**src/design/mspi_defs.vh**
```
`ifndef MSPI_DEFS_VH
`define MSPI_DEFS_VH

// -----------------------------------------------------------------------------
// Clock and timing
// -----------------------------------------------------------------------------
`define MSPI_MCLK_NS 10
`define MSPI_MDC_HALF_NS 200
`define MSPI_MDC_HALF_CYC (`MSPI_MDC_HALF_NS / `MSPI_MCLK_NS)
`define MSPI_MDC_CNT_W 8

// -----------------------------------------------------------------------------
// Serial segment layout
// -----------------------------------------------------------------------------
`define MSPI_SEG_BITS 10
`define MSPI_SEG_ERR_BIT 0
`define MSPI_SEG_EN_BIT 1
`define MSPI_SEG_LAST_BIT 4'h9

// -----------------------------------------------------------------------------
// Management frame layout
// -----------------------------------------------------------------------------
`define MSPI_MG_PREAMBLE 7'h20
`define MSPI_MG_TA_BIT 7'h2E
`define MSPI_MG_DATA_BIT 7'h31
`define MSPI_MG_FRAME_END 7'h40
`define MSPI_MG_START 2'h1
`define MSPI_MG_OP_WR 2'h1
`define MSPI_MG_OP_RD 2'h2
`define MSPI_MG_TA_WR 2'h2
`define MSPI_MG_TA_RD 2'h3

// -----------------------------------------------------------------------------
// Synchroniser vector positions
// -----------------------------------------------------------------------------
`define MSPI_S_TXCLK 0
`define MSPI_S_RXCLK 1
`define MSPI_S_REFCLK 2
`define MSPI_S_STXCLK 3
`define MSPI_S_SRXCLK 4
`define MSPI_S_RXDV 5
`define MSPI_S_CRS 6
`define MSPI_S_COL 7
`define MSPI_S_MDC 8
`define MSPI_S_MDIO 9
`define MSPI_S_RXD 10
`define MSPI_S_N 14

`endif

```
**src/design/mspi_port.v**
```verilog
// Functional notes
// - MII transmit nibble changes on the PHY transmit clock rising edge.
// - Transmit enable rises with the first nibble, held until the frame ends.
// - MII receive nibble sampled on the PHY receive clock rising edge.
// - Serial transmit lane on nibble bit 0, timed by reference clock rise, or source transmit clock rise when source-synchronous.
// - Serial receive lane from nibble bit 0 on reference clock rise.
// - Source-synchronous serial receive captured on the dedicated receive clock.
// - Serial mode drives the upper three transmit lines low.
// - Serial mode ignores the upper three receive lines.
// - Management clock pin is an input after reset until configured to drive.
// - Management clock launches data out and samples data in.
// - Management data pin carries write data to every attached PHY.
// - Serial mode pulses segment sync once every ten link clocks.
`include "mspi_defs.vh"
`default_nettype none

// -----------------------------------------------------------------------------
// Transmit byte FIFO
// -----------------------------------------------------------------------------
module mspi_fifo #(
  parameter WIDTH = 9,
  parameter DEPTH = 8,
  parameter AW = 3
) (
  input wire mclk,
  input wire rst,
  input wire [WIDTH-1:0] in_data,
  input wire in_valid,
  output wire in_ready,
  output wire [WIDTH-1:0] out_data,
  output wire out_valid,
  input wire out_ready
);
  reg [WIDTH-1:0] mem [0:DEPTH-1];
  reg [AW-1:0] wr_q;
  reg [AW-1:0] rd_q;
  reg [AW:0] cnt_q;
  wire push = in_valid && in_ready;
  wire pop = out_valid && out_ready;

  assign in_ready = (cnt_q != DEPTH[AW:0]);
  assign out_valid = (cnt_q != {(AW+1){1'b0}});
  assign out_data = mem[rd_q];

  always @(posedge mclk) begin
    if (push) begin
      mem[wr_q] <= in_data;
    end
  end

  always @(posedge mclk) begin
    if (rst) begin
      wr_q <= {AW{1'b0}};
      rd_q <= {AW{1'b0}};
      cnt_q <= {(AW+1){1'b0}};
    end else begin
      if (push) begin
        wr_q <= (wr_q == DEPTH[AW-1:0] - 1'b1) ? {AW{1'b0}} : wr_q + 1'b1;
      end
      if (pop) begin
        rd_q <= (rd_q == DEPTH[AW-1:0] - 1'b1) ? {AW{1'b0}} : rd_q + 1'b1;
      end
      if (push && !pop) begin
        cnt_q <= cnt_q + 1'b1;
      end else if (pop && !push) begin
        cnt_q <= cnt_q - 1'b1;
      end
    end
  end
endmodule

// -----------------------------------------------------------------------------
// Port interface top
// -----------------------------------------------------------------------------
module mspi_port #(
  parameter FIFO_DEPTH = 8,
  parameter MDC_HALF = `MSPI_MDC_HALF_CYC
) (
  input wire mclk,
  input wire rst,
  input wire mode_smii,
  input wire mode_src_sync,
  input wire [7:0] tx_data,
  input wire tx_last,
  input wire tx_valid,
  output wire tx_ready,
  output reg [7:0] rx_data_q,
  output reg rx_data_valid_q,
  output reg rx_frame_end_q,
  output wire carrier_sense,
  output wire collision,
  input wire port_tx_clock,
  output reg [3:0] port_tx_nibble_q,
  output reg port_tx_enable_q,
  input wire port_rx_clock,
  input wire [3:0] port_rx_nibble,
  input wire port_rx_valid,
  input wire port_carrier_sense,
  input wire port_collision,
  input wire serial_ref_clock,
  input wire serial_src_tx_clock,
  input wire serial_src_rx_clock,
  output reg serial_tx_segment_sync_q,
  input wire mgmt_clock_drive,
  input wire mgmt_start,
  input wire mgmt_read,
  input wire [4:0] mgmt_phy,
  input wire [4:0] mgmt_reg,
  input wire [15:0] mgmt_wdata,
  output reg mgmt_busy_q,
  output reg mgmt_done_q,
  output reg [15:0] mgmt_rdata_q,
  input wire mgmt_clock_pin_i,
  output reg mgmt_clock_pin_o_q,
  output wire mgmt_clock_pin_oe_n,
  input wire mgmt_data_pin_i,
  output reg mgmt_data_pin_o_q,
  output reg mgmt_data_pin_oe_n_q
);
  localparam ST_IDLE = 3'b001;
  localparam ST_LO = 3'b010;
  localparam ST_HI = 3'b100;

  // ---------------------------------------------------------------------------
  // Input synchronisers and edge detection
  // ---------------------------------------------------------------------------
  wire [`MSPI_S_N-1:0] async_in = {port_rx_nibble, mgmt_data_pin_i, mgmt_clock_pin_i,
    port_collision, port_carrier_sense, port_rx_valid, serial_src_rx_clock,
    serial_src_tx_clock, serial_ref_clock, port_rx_clock, port_tx_clock};
  reg [`MSPI_S_N-1:0] s1_q;
  reg [`MSPI_S_N-1:0] s2_q;
  reg [`MSPI_S_N-1:0] s3_q;
  wire [`MSPI_S_N-1:0] rise = s2_q & ~s3_q;
  wire [`MSPI_S_N-1:0] fall = ~s2_q & s3_q;
  genvar gi;
  generate
    for (gi = 0; gi < `MSPI_S_N; gi = gi + 1) begin : g_sync
      always @(posedge mclk) begin
        if (rst) begin
          s1_q[gi] <= 1'b0;
          s2_q[gi] <= 1'b0;
          s3_q[gi] <= 1'b0;
        end else begin
          s1_q[gi] <= async_in[gi];
          s2_q[gi] <= s1_q[gi];
          s3_q[gi] <= s2_q[gi];
        end
      end
    end
  endgenerate

  assign carrier_sense = s2_q[`MSPI_S_CRS];
  assign collision = s2_q[`MSPI_S_COL] && !mode_smii;

  // Link clocks are only visible through their sampled edges on mclk.
  wire ser_tx_edge = mode_src_sync ? rise[`MSPI_S_STXCLK] : rise[`MSPI_S_REFCLK];
  wire ser_rx_edge = mode_src_sync ? rise[`MSPI_S_SRXCLK] : rise[`MSPI_S_REFCLK];
  wire tx_edge = mode_smii ? ser_tx_edge : rise[`MSPI_S_TXCLK];
  wire rx_edge = mode_smii ? ser_rx_edge : rise[`MSPI_S_RXCLK];

  // ---------------------------------------------------------------------------
  // Transmit path
  // ---------------------------------------------------------------------------
  wire [8:0] f_data;
  wire f_valid;
  reg f_pop;
  mspi_fifo #(.WIDTH(9), .DEPTH(FIFO_DEPTH), .AW(3)) u_fifo (
    .mclk(mclk),
    .rst(rst),
    .in_data({tx_last, tx_data}),
    .in_valid(tx_valid),
    .in_ready(tx_ready),
    .out_data(f_data),
    .out_valid(f_valid),
    .out_ready(f_pop)
  );

  reg [2:0] tx_st_q;
  reg [7:0] hold_q;
  reg hold_last_q;
  reg [3:0] tx_bit_q;
  reg [9:0] seg_q;
  wire mii_take = tx_edge && !mode_smii && (tx_st_q[0] || (tx_st_q[2] && !hold_last_q));
  wire ser_take = tx_edge && mode_smii && (tx_bit_q == 4'h0);

  always @* begin
    f_pop = f_valid && (mii_take || ser_take);
  end

  always @(posedge mclk) begin
    if (rst) begin
      tx_st_q <= ST_IDLE;
      hold_q <= 8'h00;
      hold_last_q <= 1'b0;
      tx_bit_q <= 4'h0;
      seg_q <= 10'h000;
      port_tx_nibble_q <= 4'h0;
      port_tx_enable_q <= 1'b0;
      serial_tx_segment_sync_q <= 1'b0;
    end else if (tx_edge && mode_smii) begin
      port_tx_enable_q <= 1'b0;
      tx_st_q <= ST_IDLE;
      if (tx_bit_q == 4'h0) begin
        seg_q <= {f_valid ? f_data[7:0] : 8'h00, f_valid, 1'b0};
        port_tx_nibble_q <= 4'h0;
        serial_tx_segment_sync_q <= 1'b1;
      end else begin
        port_tx_nibble_q <= {3'b000, seg_q[tx_bit_q]};
        serial_tx_segment_sync_q <= 1'b0;
      end
      tx_bit_q <= (tx_bit_q == `MSPI_SEG_LAST_BIT) ? 4'h0 : tx_bit_q + 4'h1;
    end else if (tx_edge) begin
      serial_tx_segment_sync_q <= 1'b0;
      tx_bit_q <= 4'h0;
      case (tx_st_q)
        ST_LO: begin
          port_tx_nibble_q <= hold_q[7:4];
          tx_st_q <= ST_HI;
        end
        default: begin
          if (mii_take && f_valid) begin
            hold_q <= f_data[7:0];
            hold_last_q <= f_data[8];
            port_tx_nibble_q <= f_data[3:0];
            port_tx_enable_q <= 1'b1;
            tx_st_q <= ST_LO;
          end else begin
            // An underrun mid-frame ends the frame; the PHY sees a short frame.
            port_tx_nibble_q <= 4'h0;
            port_tx_enable_q <= 1'b0;
            hold_last_q <= 1'b0;
            tx_st_q <= ST_IDLE;
          end
        end
      endcase
    end
  end

  // ---------------------------------------------------------------------------
  // Receive path
  // ---------------------------------------------------------------------------
  reg have_lo_q;
  reg [3:0] lo_q;
  reg rx_act_q;
  reg [3:0] rx_bit_q;
  reg [9:0] rx_sh_q;
  wire [3:0] rx_nib = s2_q[`MSPI_S_RXD+3:`MSPI_S_RXD];
  wire rx_lane = s2_q[`MSPI_S_RXD];
  wire [9:0] rx_seg = {rx_lane, rx_sh_q[9:1]};

  always @(posedge mclk) begin
    if (rst) begin
      have_lo_q <= 1'b0;
      lo_q <= 4'h0;
      rx_act_q <= 1'b0;
      rx_bit_q <= 4'h0;
      rx_sh_q <= 10'h000;
      rx_data_q <= 8'h00;
      rx_data_valid_q <= 1'b0;
      rx_frame_end_q <= 1'b0;
    end else begin
      rx_data_valid_q <= 1'b0;
      rx_frame_end_q <= 1'b0;
      if (rx_edge && mode_smii) begin
        rx_sh_q <= rx_seg;
        rx_bit_q <= (rx_bit_q == `MSPI_SEG_LAST_BIT) ? 4'h0 : rx_bit_q + 4'h1;
        if (rx_bit_q == `MSPI_SEG_LAST_BIT) begin
          rx_act_q <= rx_seg[`MSPI_SEG_EN_BIT];
          rx_frame_end_q <= rx_act_q && !rx_seg[`MSPI_SEG_EN_BIT];
          if (rx_seg[`MSPI_SEG_EN_BIT]) begin
            rx_data_q <= rx_seg[9:2];
            rx_data_valid_q <= 1'b1;
          end
        end
      end else if (rx_edge) begin
        rx_bit_q <= 4'h0;
        rx_act_q <= s2_q[`MSPI_S_RXDV];
        rx_frame_end_q <= rx_act_q && !s2_q[`MSPI_S_RXDV];
        if (!s2_q[`MSPI_S_RXDV]) begin
          have_lo_q <= 1'b0;
        end else if (!have_lo_q) begin
          lo_q <= rx_nib;
          have_lo_q <= 1'b1;
        end else begin
          rx_data_q <= {rx_nib, lo_q};
          rx_data_valid_q <= 1'b1;
          have_lo_q <= 1'b0;
        end
      end
    end
  end

  // ---------------------------------------------------------------------------
  // Management interface
  // ---------------------------------------------------------------------------
  reg drive_q;
  reg [`MSPI_MDC_CNT_W-1:0] div_q;
  reg [6:0] bitn_q;
  reg [31:0] mg_sh_q;
  reg mg_rd_q;
  wire own_tick = drive_q && (div_q == MDC_HALF[`MSPI_MDC_CNT_W-1:0] - 1'b1);
  wire mdc_rise = drive_q ? (own_tick && !mgmt_clock_pin_o_q) : rise[`MSPI_S_MDC];
  wire mdc_fall = drive_q ? (own_tick && mgmt_clock_pin_o_q) : fall[`MSPI_S_MDC];

  assign mgmt_clock_pin_oe_n = !drive_q;

  always @(posedge mclk) begin
    if (rst) begin
      drive_q <= 1'b0;
      div_q <= {`MSPI_MDC_CNT_W{1'b0}};
      mgmt_clock_pin_o_q <= 1'b0;
      bitn_q <= 7'h00;
      mg_sh_q <= 32'h00000000;
      mg_rd_q <= 1'b0;
      mgmt_busy_q <= 1'b0;
      mgmt_done_q <= 1'b0;
      mgmt_rdata_q <= 16'h0000;
      mgmt_data_pin_o_q <= 1'b1;
      mgmt_data_pin_oe_n_q <= 1'b1;
    end else begin
      drive_q <= mgmt_clock_drive;
      mgmt_done_q <= 1'b0;
      if (!drive_q || own_tick) begin
        div_q <= {`MSPI_MDC_CNT_W{1'b0}};
      end else begin
        div_q <= div_q + 1'b1;
      end
      if (own_tick) begin
        mgmt_clock_pin_o_q <= !mgmt_clock_pin_o_q;
      end
      if (!mgmt_busy_q && mgmt_start) begin
        mg_rd_q <= mgmt_read;
        mg_sh_q <= {`MSPI_MG_START, mgmt_read ? `MSPI_MG_OP_RD : `MSPI_MG_OP_WR, mgmt_phy,
          mgmt_reg, mgmt_read ? `MSPI_MG_TA_RD : `MSPI_MG_TA_WR, mgmt_wdata};
        bitn_q <= 7'h00;
        mgmt_busy_q <= 1'b1;
      end else if (mgmt_busy_q && mdc_fall && bitn_q != `MSPI_MG_FRAME_END) begin
        // A read releases the pin from the first turnaround bit on.
        mgmt_data_pin_oe_n_q <= mg_rd_q && (bitn_q >= `MSPI_MG_TA_BIT);
        if (bitn_q < `MSPI_MG_PREAMBLE) begin
          mgmt_data_pin_o_q <= 1'b1;
        end else begin
          mgmt_data_pin_o_q <= mg_sh_q[31];
          mg_sh_q <= {mg_sh_q[30:0], 1'b0};
        end
        bitn_q <= bitn_q + 7'h01;
      end else if (mgmt_busy_q && mdc_rise) begin
        if (mg_rd_q && bitn_q >= `MSPI_MG_DATA_BIT) begin
          mgmt_rdata_q <= {mgmt_rdata_q[14:0], s2_q[`MSPI_S_MDIO]};
        end
        if (bitn_q == `MSPI_MG_FRAME_END) begin
          mgmt_busy_q <= 1'b0;
          mgmt_done_q <= 1'b1;
          mgmt_data_pin_oe_n_q <= 1'b1;
          mgmt_data_pin_o_q <= 1'b1;
        end
      end
    end
  end
endmodule

`default_nettype wire

```
**config.mk**
```make
export PLATFORM = sky130hd
export DESIGN_NAME = mspi_port
export DESIGN_NICKNAME = d
export VERILOG_FILES = /design/src/design/mspi_port.v
export VERILOG_INCLUDE_DIRS = /design/src /design/src/design
export SDC_FILE = /design/constraint.sdc
export NUM_CORES = 1
export LEC_CHECK = 0
export BUFFER_PORTS_ARGS = -buffer_cell sky130_fd_sc_hd__buf_2
export CAP_MARGIN = 5
export CELL_PAD_IN_SITES_DETAIL_PLACEMENT = 0
export CELL_PAD_IN_SITES_GLOBAL_PLACEMENT = 1
export CORE_ASPECT_RATIO = 0.7
export CORE_MARGIN = 4
export CORE_UTILIZATION = 42
export DETAILED_ROUTE_END_ITERATION = 6
export PLACE_DENSITY = 0.71
export SLEW_MARGIN = 20
export SYNTH_ARGS = -nofsm -noshare
export SYNTH_HDL_FRONTEND = slang
export SYNTH_SLANG_ARGS = --single-unit
```
**constraint.sdc**
```tcl
create_clock -name mclk -period 3.15 [get_ports mclk]
set_input_delay 0 -clock mclk [delete_from_list [all_inputs] [get_ports mclk]]
set_output_delay 0 -clock mclk [all_outputs]
set_load 0.03 [all_outputs]
```
==> After elaboration in Yosys (flattened, before gate mapping) <==
Memory sizes are Yosys's and may differ from the RTL's. A register that Yosys moved wholly into a read port is not among the register bits.
Index checks and enable logic that the tools add are counted.
{ "word_totals": {"input_bits": 57, "mem_bits_rw": 72, "word_cells": 241, "memories": 1, "rom_bits": 0, "out_inout_bits": 41, "latchBits": 0, "register_bits": 178} }
{ "memory_table": {"columns": ["memory", "words", "word_bits", "rd", "rd_ports_with_merged_regs", "wr", "line", "text"], "rows": [
  ["u_fifo.mem", 8, 9, 1, 1, 1, "mspi_port.v:34", "reg [WIDTH-1:0] mem [0:DEPTH-1];"]
]} }
{ "classes": {"bitwise": 12, "mul": 0, "n_eq_ne": 13, "shift": 0, "n_addsub": 8, "n_div": 0, "order_cmp": 4, "muxes": 70, "n_reduce_logical": 65} }
{ "op_table": {"columns": ["op", "count"], "rows": [
  ["2-to-1 mux 31 bit", 3],
  ["2-to-1 mux 8 bit", 7],
  ["2-to-1 mux 4 bit", 12],
  ["2-to-1 mux 1 bit", 40],
  ["logical AND 1 bit", 24],
  ["nonzero test 2 bit", 10],
  ["AND 9 bit", 2],
  ["NOT 9 bit", 2],
  ["2-to-1 mux 3 bit", 5],
  ["greater-or-equal comparator 7 x 6 -> 1 bit (second input constant)", 2],
  ["adder 4 x 1 -> 4 bit (second input constant)", 3],
  ["AND reduction 2 bit", 6],
  ["AND reduction 4 bit", 3],
  ["logical NOT 1 bit", 9],
  ["AND reduction 3 bit", 3],
  ["adder 8 x 1 -> 8 bit (second input constant)", 1],
  ["equality test 4 bit (second input constant)", 2],
  ["equality test 8 x 5 -> 1 bit (second input constant)", 1],
  ["NOT 1 bit", 8],
  ["adder 7 x 1 -> 7 bit (second input constant)", 1],
  ["equality test 7 bit (second input constant)", 1],
  ["less-than comparator 7 x 6 -> 1 bit (second input constant)", 1],
  ["inequality test 7 bit (second input constant)", 1],
  ["adder 3 x 1 -> 3 bit (second input constant)", 2],
  ["15 further kinds", 23]
]} }

==> Longest topological paths before layout <==
{ "logic_depth": {"depth_word": 12, "mapped_depth": 12} }

==> Hierarchy <==
A second synthesis with hierarchy kept.
{ "hier_totals": {"cells_unflattened": 878, "hier_area_um2": 9766.9} }
{ "modules_own_cells": {"columns": ["module", "seq_area_each_um2", "area_per_inst_um2", "cells_per_inst", "n_inst"], "rows": [
  ["mspi_port", 3183.1, 6336.1, 699, 1],
  ["mspi_fifo", 2422.3, 3430.8, 179, 1]
]} }

==> Least setup slack after synthesis <==
OpenSTA, ideal clock, no wires.
{ "synth_timing": {"path_kind": "flip-flop to flip-flop", "startpoint": "register u_fifo.cnt_q[0]", "endpoint": "register u_fifo.cnt_q[3]", "path_stages_with_launch": 11, "setup_time_ps": 121, "n_path_buf": 0, "slack_ps": 110, "t_required_ps": 3029, "t_arrival_ps": 2919, "path_cell_list": "dfxtp_1 > or4b_2 > nand2_1 > inv_1 > ha_1 > inv_1 > ha_1 > a21o_1 > a21oi_1 > mux2i_1 > mux2_2"} }
{ "synth_between": {"word_cells_on_any_way": 14} }
{ "synth_lines": {"columns": ["item", "line", "text"], "rows": [
  ["from (decl)", "mspi_port.v:37", "reg [AW:0] cnt_q;"],
  ["from (signal assigned)", "mspi_port.v:55", "cnt_q <= {(AW+1){1'b0}};"],
  ["from (signal assigned)", "mspi_port.v:64", "cnt_q <= cnt_q + 1'b1;"],
  ["from (signal assigned)", "mspi_port.v:66", "cnt_q <= cnt_q - 1'b1;"],
  ["inequality test 4 bit (*)", "mspi_port.v:41", "assign in_ready = (cnt_q != DEPTH[AW:0]);"],
  ["named net tx_ready", "mspi_port.v:86", "output wire tx_ready,"],
  ["logical AND 1 bit (*)", "mspi_port.v:38", "wire push = in_valid && in_ready;"],
  ["named net u_fifo.push", "mspi_port.v:38", null],
  ["logical NOT 1 bit", "mspi_port.v:65", "end else if (pop && !push) begin"],
  ["logical AND 1 bit", "mspi_port.v:65", null],
  ["nonzero test 2 bit (no source line)", null, null]
]} }
Mark *: on every way through the listed nets, which the timed path passes. The rest lies on a longest branch. The select of a mux whose other input is x is not followed.
A chain may end at the register's enable or synchronous reset.

==> Worst setup path after layout <==
{ "layout_timing": {"startpoint": "register tx_bit_q[1]", "endpoint": "register u_fifo.cnt_q[3]"} }
{ "layout_between": {"elab_chain_cells": 8, "word_cells_on_any_way": 10} }
{ "layout_lines": {"columns": ["item", "line", "text"], "rows": [
  ["from (decl)", "mspi_port.v:181", "reg [3:0] tx_bit_q;"],
  ["from (signal assigned)", "mspi_port.v:211", "tx_bit_q <= (tx_bit_q == `MSPI_SEG_LAST_BIT) ? 4'h0 : tx_bit_q + 4'h1;"],
  ["logical NOT 4 bit (*)", "mspi_port.v:184", "wire ser_take = tx_edge && mode_smii && (tx_bit_q == 4'h0);"],
  ["logical AND 1 bit (*)", "mspi_port.v:184", null],
  ["logical OR 1 bit (*)", "mspi_port.v:187", "f_pop = f_valid && (mii_take || ser_take);"],
  ["logical AND 1 bit (*)", "mspi_port.v:187", null],
  ["logical AND 1 bit (*)", "mspi_port.v:39", "wire pop = out_valid && out_ready;"],
  ["logical NOT 1 bit", "mspi_port.v:63", "if (push && !pop) begin"],
  ["logical AND 1 bit", "mspi_port.v:63", null],
  ["2-to-1 mux 4 bit or nonzero test 2 bit (tied branches)", null, null]
]} }
Mark *: on every way between the ends. The rest lies on a longest branch, timed or not.

==> flow_summary.ini <==
[die]
die_area_um2 = 26200
die_w_um = 192
die_h_um = 137
num_io_pins = 98
core_area_um2 = 22900
rows = 46
start_util_pct = 43.3

[sta]
final.setup.tns_ns = 0
finalHoldViolCount = 0
grt_setup_unrepaired = no
fin_ws_ns = 0.237
finClkSkew_ns = 0.0129
period_share_pct = 92.5
worstMarginPinSlew_ns = 0.983
maxSlewHeadroom_pct = 34.3
min_period_ns = 2.91
setup-violations-final = 0
fmax_mhz = 343
slew_violations = 0

[grt]
met3_usage_pct = 3.16
track_usage_pct = 17.1
busiest_layer = met1
grt_max_degree = 71
met2_usage_pct = 24.9
grt_pass1_wl_um = 36700
gr-usage-met1_pct = 26.9
antenna_found_initial = 0
grt_pass1_vias = 6913
grt_overflow = 0

[worst_setup_path]
critical_path_buf_inv_count = 2
startpoint_type = flop
rr_worst_depth = 12
crit_chain = inv_1 -> ha_1 -> nor3b_1 -> o21a_1 -> a21oi_1 -> ha_1 -> inv_1 -> ha_1 -> a21o_1 -> a21oi_1 -> mux2i_1 -> mux2_2
r2r_start = tx_bit_q[1]
crit_required_ns = 3.54
worst_r2r_endpoint = u_fifo.cnt_q[3]
path_max_fanout = 6
critPathLaunch = tx_bit_q[1]
critPathTopFamily = compound AO/OA/AOI/OAI gates
cp_slowest_stage_delay_ns = 0.36
critical_path_class = flop to flop
r2r_setup_slack_ns = 0.24
critPathCapture = u_fifo.cnt_q[3]
setup.worst_path.end_class = flop
critPathSlowestCell = dfxtp_1
arrival_ns = 3.31
crit_cells = 12
crit_top_cell = ha_1

[power]
p_per_area_nw_per_um2 = 592
p_leak_nw = 4.48
total_power_w = 0.00724
vdd_drop_max_uv = 383

[drt]
routed-via-count = 7195
drt-initial-drc-count = 493
post-route-drc-count = 0
viasPerCell = 5.20
routed_wl_um = 22600
first_pass_iters = 5
postRouteAntennaNets = 0
wl_per_cell_um = 16.3

[logic_synthesis]
avgSynthCellArea_um2 = 11.1
synthesis.nets = 971
async_reset_ff_share_pct = 0
synth_area_leader_cell = dfxtp_1
ys_top_cells_by_area = dfxtp_1, edfxtp_1, mux2i_1
yosysSeqAreaShare_pct = 56.6
synth-warning-count = 0
synth_ff_type = dfxtp_1
yosys.area.top_type_share_pct = 34.7
synth_edf_count = 72
syn_inst = 896
synthDistinctLibCells = 73
ys_ff_latch = 244
synth_area_um2 = 9910

[worst_hold_path]
min_from = mode_src_sync
hold_path_class = primary input to flop

[clock_tree]
cts_buffer_depth = 3
cts-hold-fix-buffers = 65
cts_tree = built
clk_latency_ns = 0.51
cts.repair.resized = 0
cts_setup_buffers = 0
root_buffer = clkbuf_16
cts_buffers = 24
cts.clk_slew.worst_paths_ns = 0.06
h-tree-depth = 1
cts.sinks = 244

[layout]
design_area_um2 = 12200
layout.nets = 1128
antenna_cells = 0
nFillCells = 2026
final_cells = 1383
area_growth_pct = 23.4
drive_above_1_share_pct = 19.0

[flow_run]
max-cap-violations = 0

[placement]
place_hpwl_um = 14500
io_buffer_count = 97
dp.cells = 1274
place_ws_ns = 0.254
place_congestion = 0.729
placed_area_um2 = 10800

[run_status]
status = complete, no violations
[cells in the mapped netlist, types with 2 or more instances]
cell and n:
dfxtp_1 172, a21oi_1 80, edfxtp_1 72, o21ai_0 67
nand2_1 66, nor2b_1 44, clkbuf_1 43, mux2i_1 42
nor2_1 41, a31oi_1 34, nand3_1 25, mux4_2 18
ha_1 17, inv_1 13, buf_2 12, a221oi_1 11
nand3b_1 9, nor3_1 9, o21ai_1 8, mux2_2 7
nor3b_1 6, or3_1 6, buf_1 5, nand2b_1 5
or4_1 5, xor2_1 5, a21o_1 4, and3_1 4
nor4_1 4, o211ai_1 4, xnor2_1 4, nand4_1 3
o31ai_1 3, or3b_1 3, a21oi_2 2, a222oi_1 2
and4b_1 2, and4bb_2 2, nor4bb_1 2, o32a_1 2
[worst register-to-register path, cell delays in order (launching register included)]
cell	delay [ns]
dfxtp_1	0.36
inv_1	0.13
ha_1	0.15
nor3b_1	0.32
o21a_1	0.23
a21oi_1	0.11
ha_1	0.22
inv_1	0.14
ha_1	0.25
a21o_1	0.17
a21oi_1	0.17
mux2i_1	0.21
mux2_2	0.34
[report_power, final]
part           leakage [nW]  switching [W]  internal, W
Sequential             2.06       0.000106      0.00339
Clock                 0.384        0.00118      0.00175
Combinational          2.04       0.000435     0.000388
Total                  4.48        0.00172      0.00552
[logic make-up after synthesis]
logic type	synth area share, %
AO/OA/AOI/OAI	14.4
XOR/XNOR	0.795
adder cells (fa/ha/maj)	2.35
buffers and inverters	3.07
flip-flops	56.6
multiplexers	9.24
AND/OR/NAND/NOR	13.6
[sequential cells by signal, indices dropped and copies added (netlist names), 3 cells and up, named ones only]
name	cells
tx_st_q	3
s3_q	6
hold_q	4
bitn_q	7
rx_bit_q	4
mgmt_rdata_q	16
port_tx_nibble_q	4
rx_sh_q	8
u_fifo.wr_q	3
s1_q	14
lo_q	4
rx_nib	3
u_fifo.cnt_q	4
mg_sh_q	32
div_q	8
u_fifo.rd_q	3
u_fifo.mem	72
rx_data_q	8
tx_bit_q	4
seg_q	9
s2_q	9
[per-stage QoR]
| step | util, % | hold slack, ns |
|---|---|---|
| after global routing | 53.4 | 0.0708 |
| after detailed placement | 47.1 | 0.213 |
| after global placement | 47.1 | 0.211 |
| after floorplan | - | 0.0989 |
| after CTS | 53.4 | 0.0354 |
| final | 53.4 | 0.0548 |
[layer usage]
layer / vias up / routed length, µm
met4: 0 / 316
met5: - / 0
met2: 142 / 9520
li1: 3604 / -
met1: 3426 / 11700
met3: 23 / 1090
[area by class of cell]
cell class / count / area (µm²) / share of cell area [%]
clock buffers: 36 / 687 / 5.62
clock inverters: 8 / 114 / 0.931
inverters: 14 / 52.6 / 0.430
multi-input cells: 577 / 4020 / 32.8
flip-flops and latches: 244 / 5610 / 45.8
well taps: 312 / 390 / 3.19
repair buffers: 192 / 1360 / 11.2
[worst min path at each step]
| stage | depth (start not counted) | to |
|---|---|---|
| detailed placement | 2 | s1_q[4] |
| global route | 5 | tx_bit_q[2] |
| CTS | 5 | tx_bit_q[2] |
| finish | 5 | tx_bit_q[2] |
| global placement | 2 | s1_q[6] |
| floorplan | 0 | u_fifo.mem[0][0] |
[cells in the final DEF (no fill, tap or decap), types with 4 or more instances in the layout]
cell / Yosys / layout
dfxtp_1: 172 / 172
buf_2: 12 / 96
a21oi_1: 80 / 80
edfxtp_1: 72 / 72
o21ai_0: 67 / 67
nand2_1: 66 / 66
dlygate4sd3_1: 0 / 65
nor2b_1: 44 / 43
mux2i_1: 42 / 42
nor2_1: 41 / 41
a31oi_1: 34 / 33
buf_4: 0 / 31
nand3_1: 25 / 25
clkbuf_16: 0 / 25
mux4_2: 18 / 18
ha_1: 17 / 17
inv_1: 13 / 13
a221oi_1: 11 / 11
nor3_1: 9 / 9
nand3b_1: 9 / 9
clkbuf_1: 43 / 9
o21ai_1: 8 / 8
mux2_2: 7 / 7
nor3b_1: 6 / 6
or3_1: 6 / 6
or4_1: 5 / 5
nand2b_1: 5 / 5
xor2_1: 5 / 5
a21o_1: 4 / 4
o211ai_1: 4 / 4
xnor2_1: 4 / 4
and3_1: 4 / 4
(Power assumes the default switching activity.)
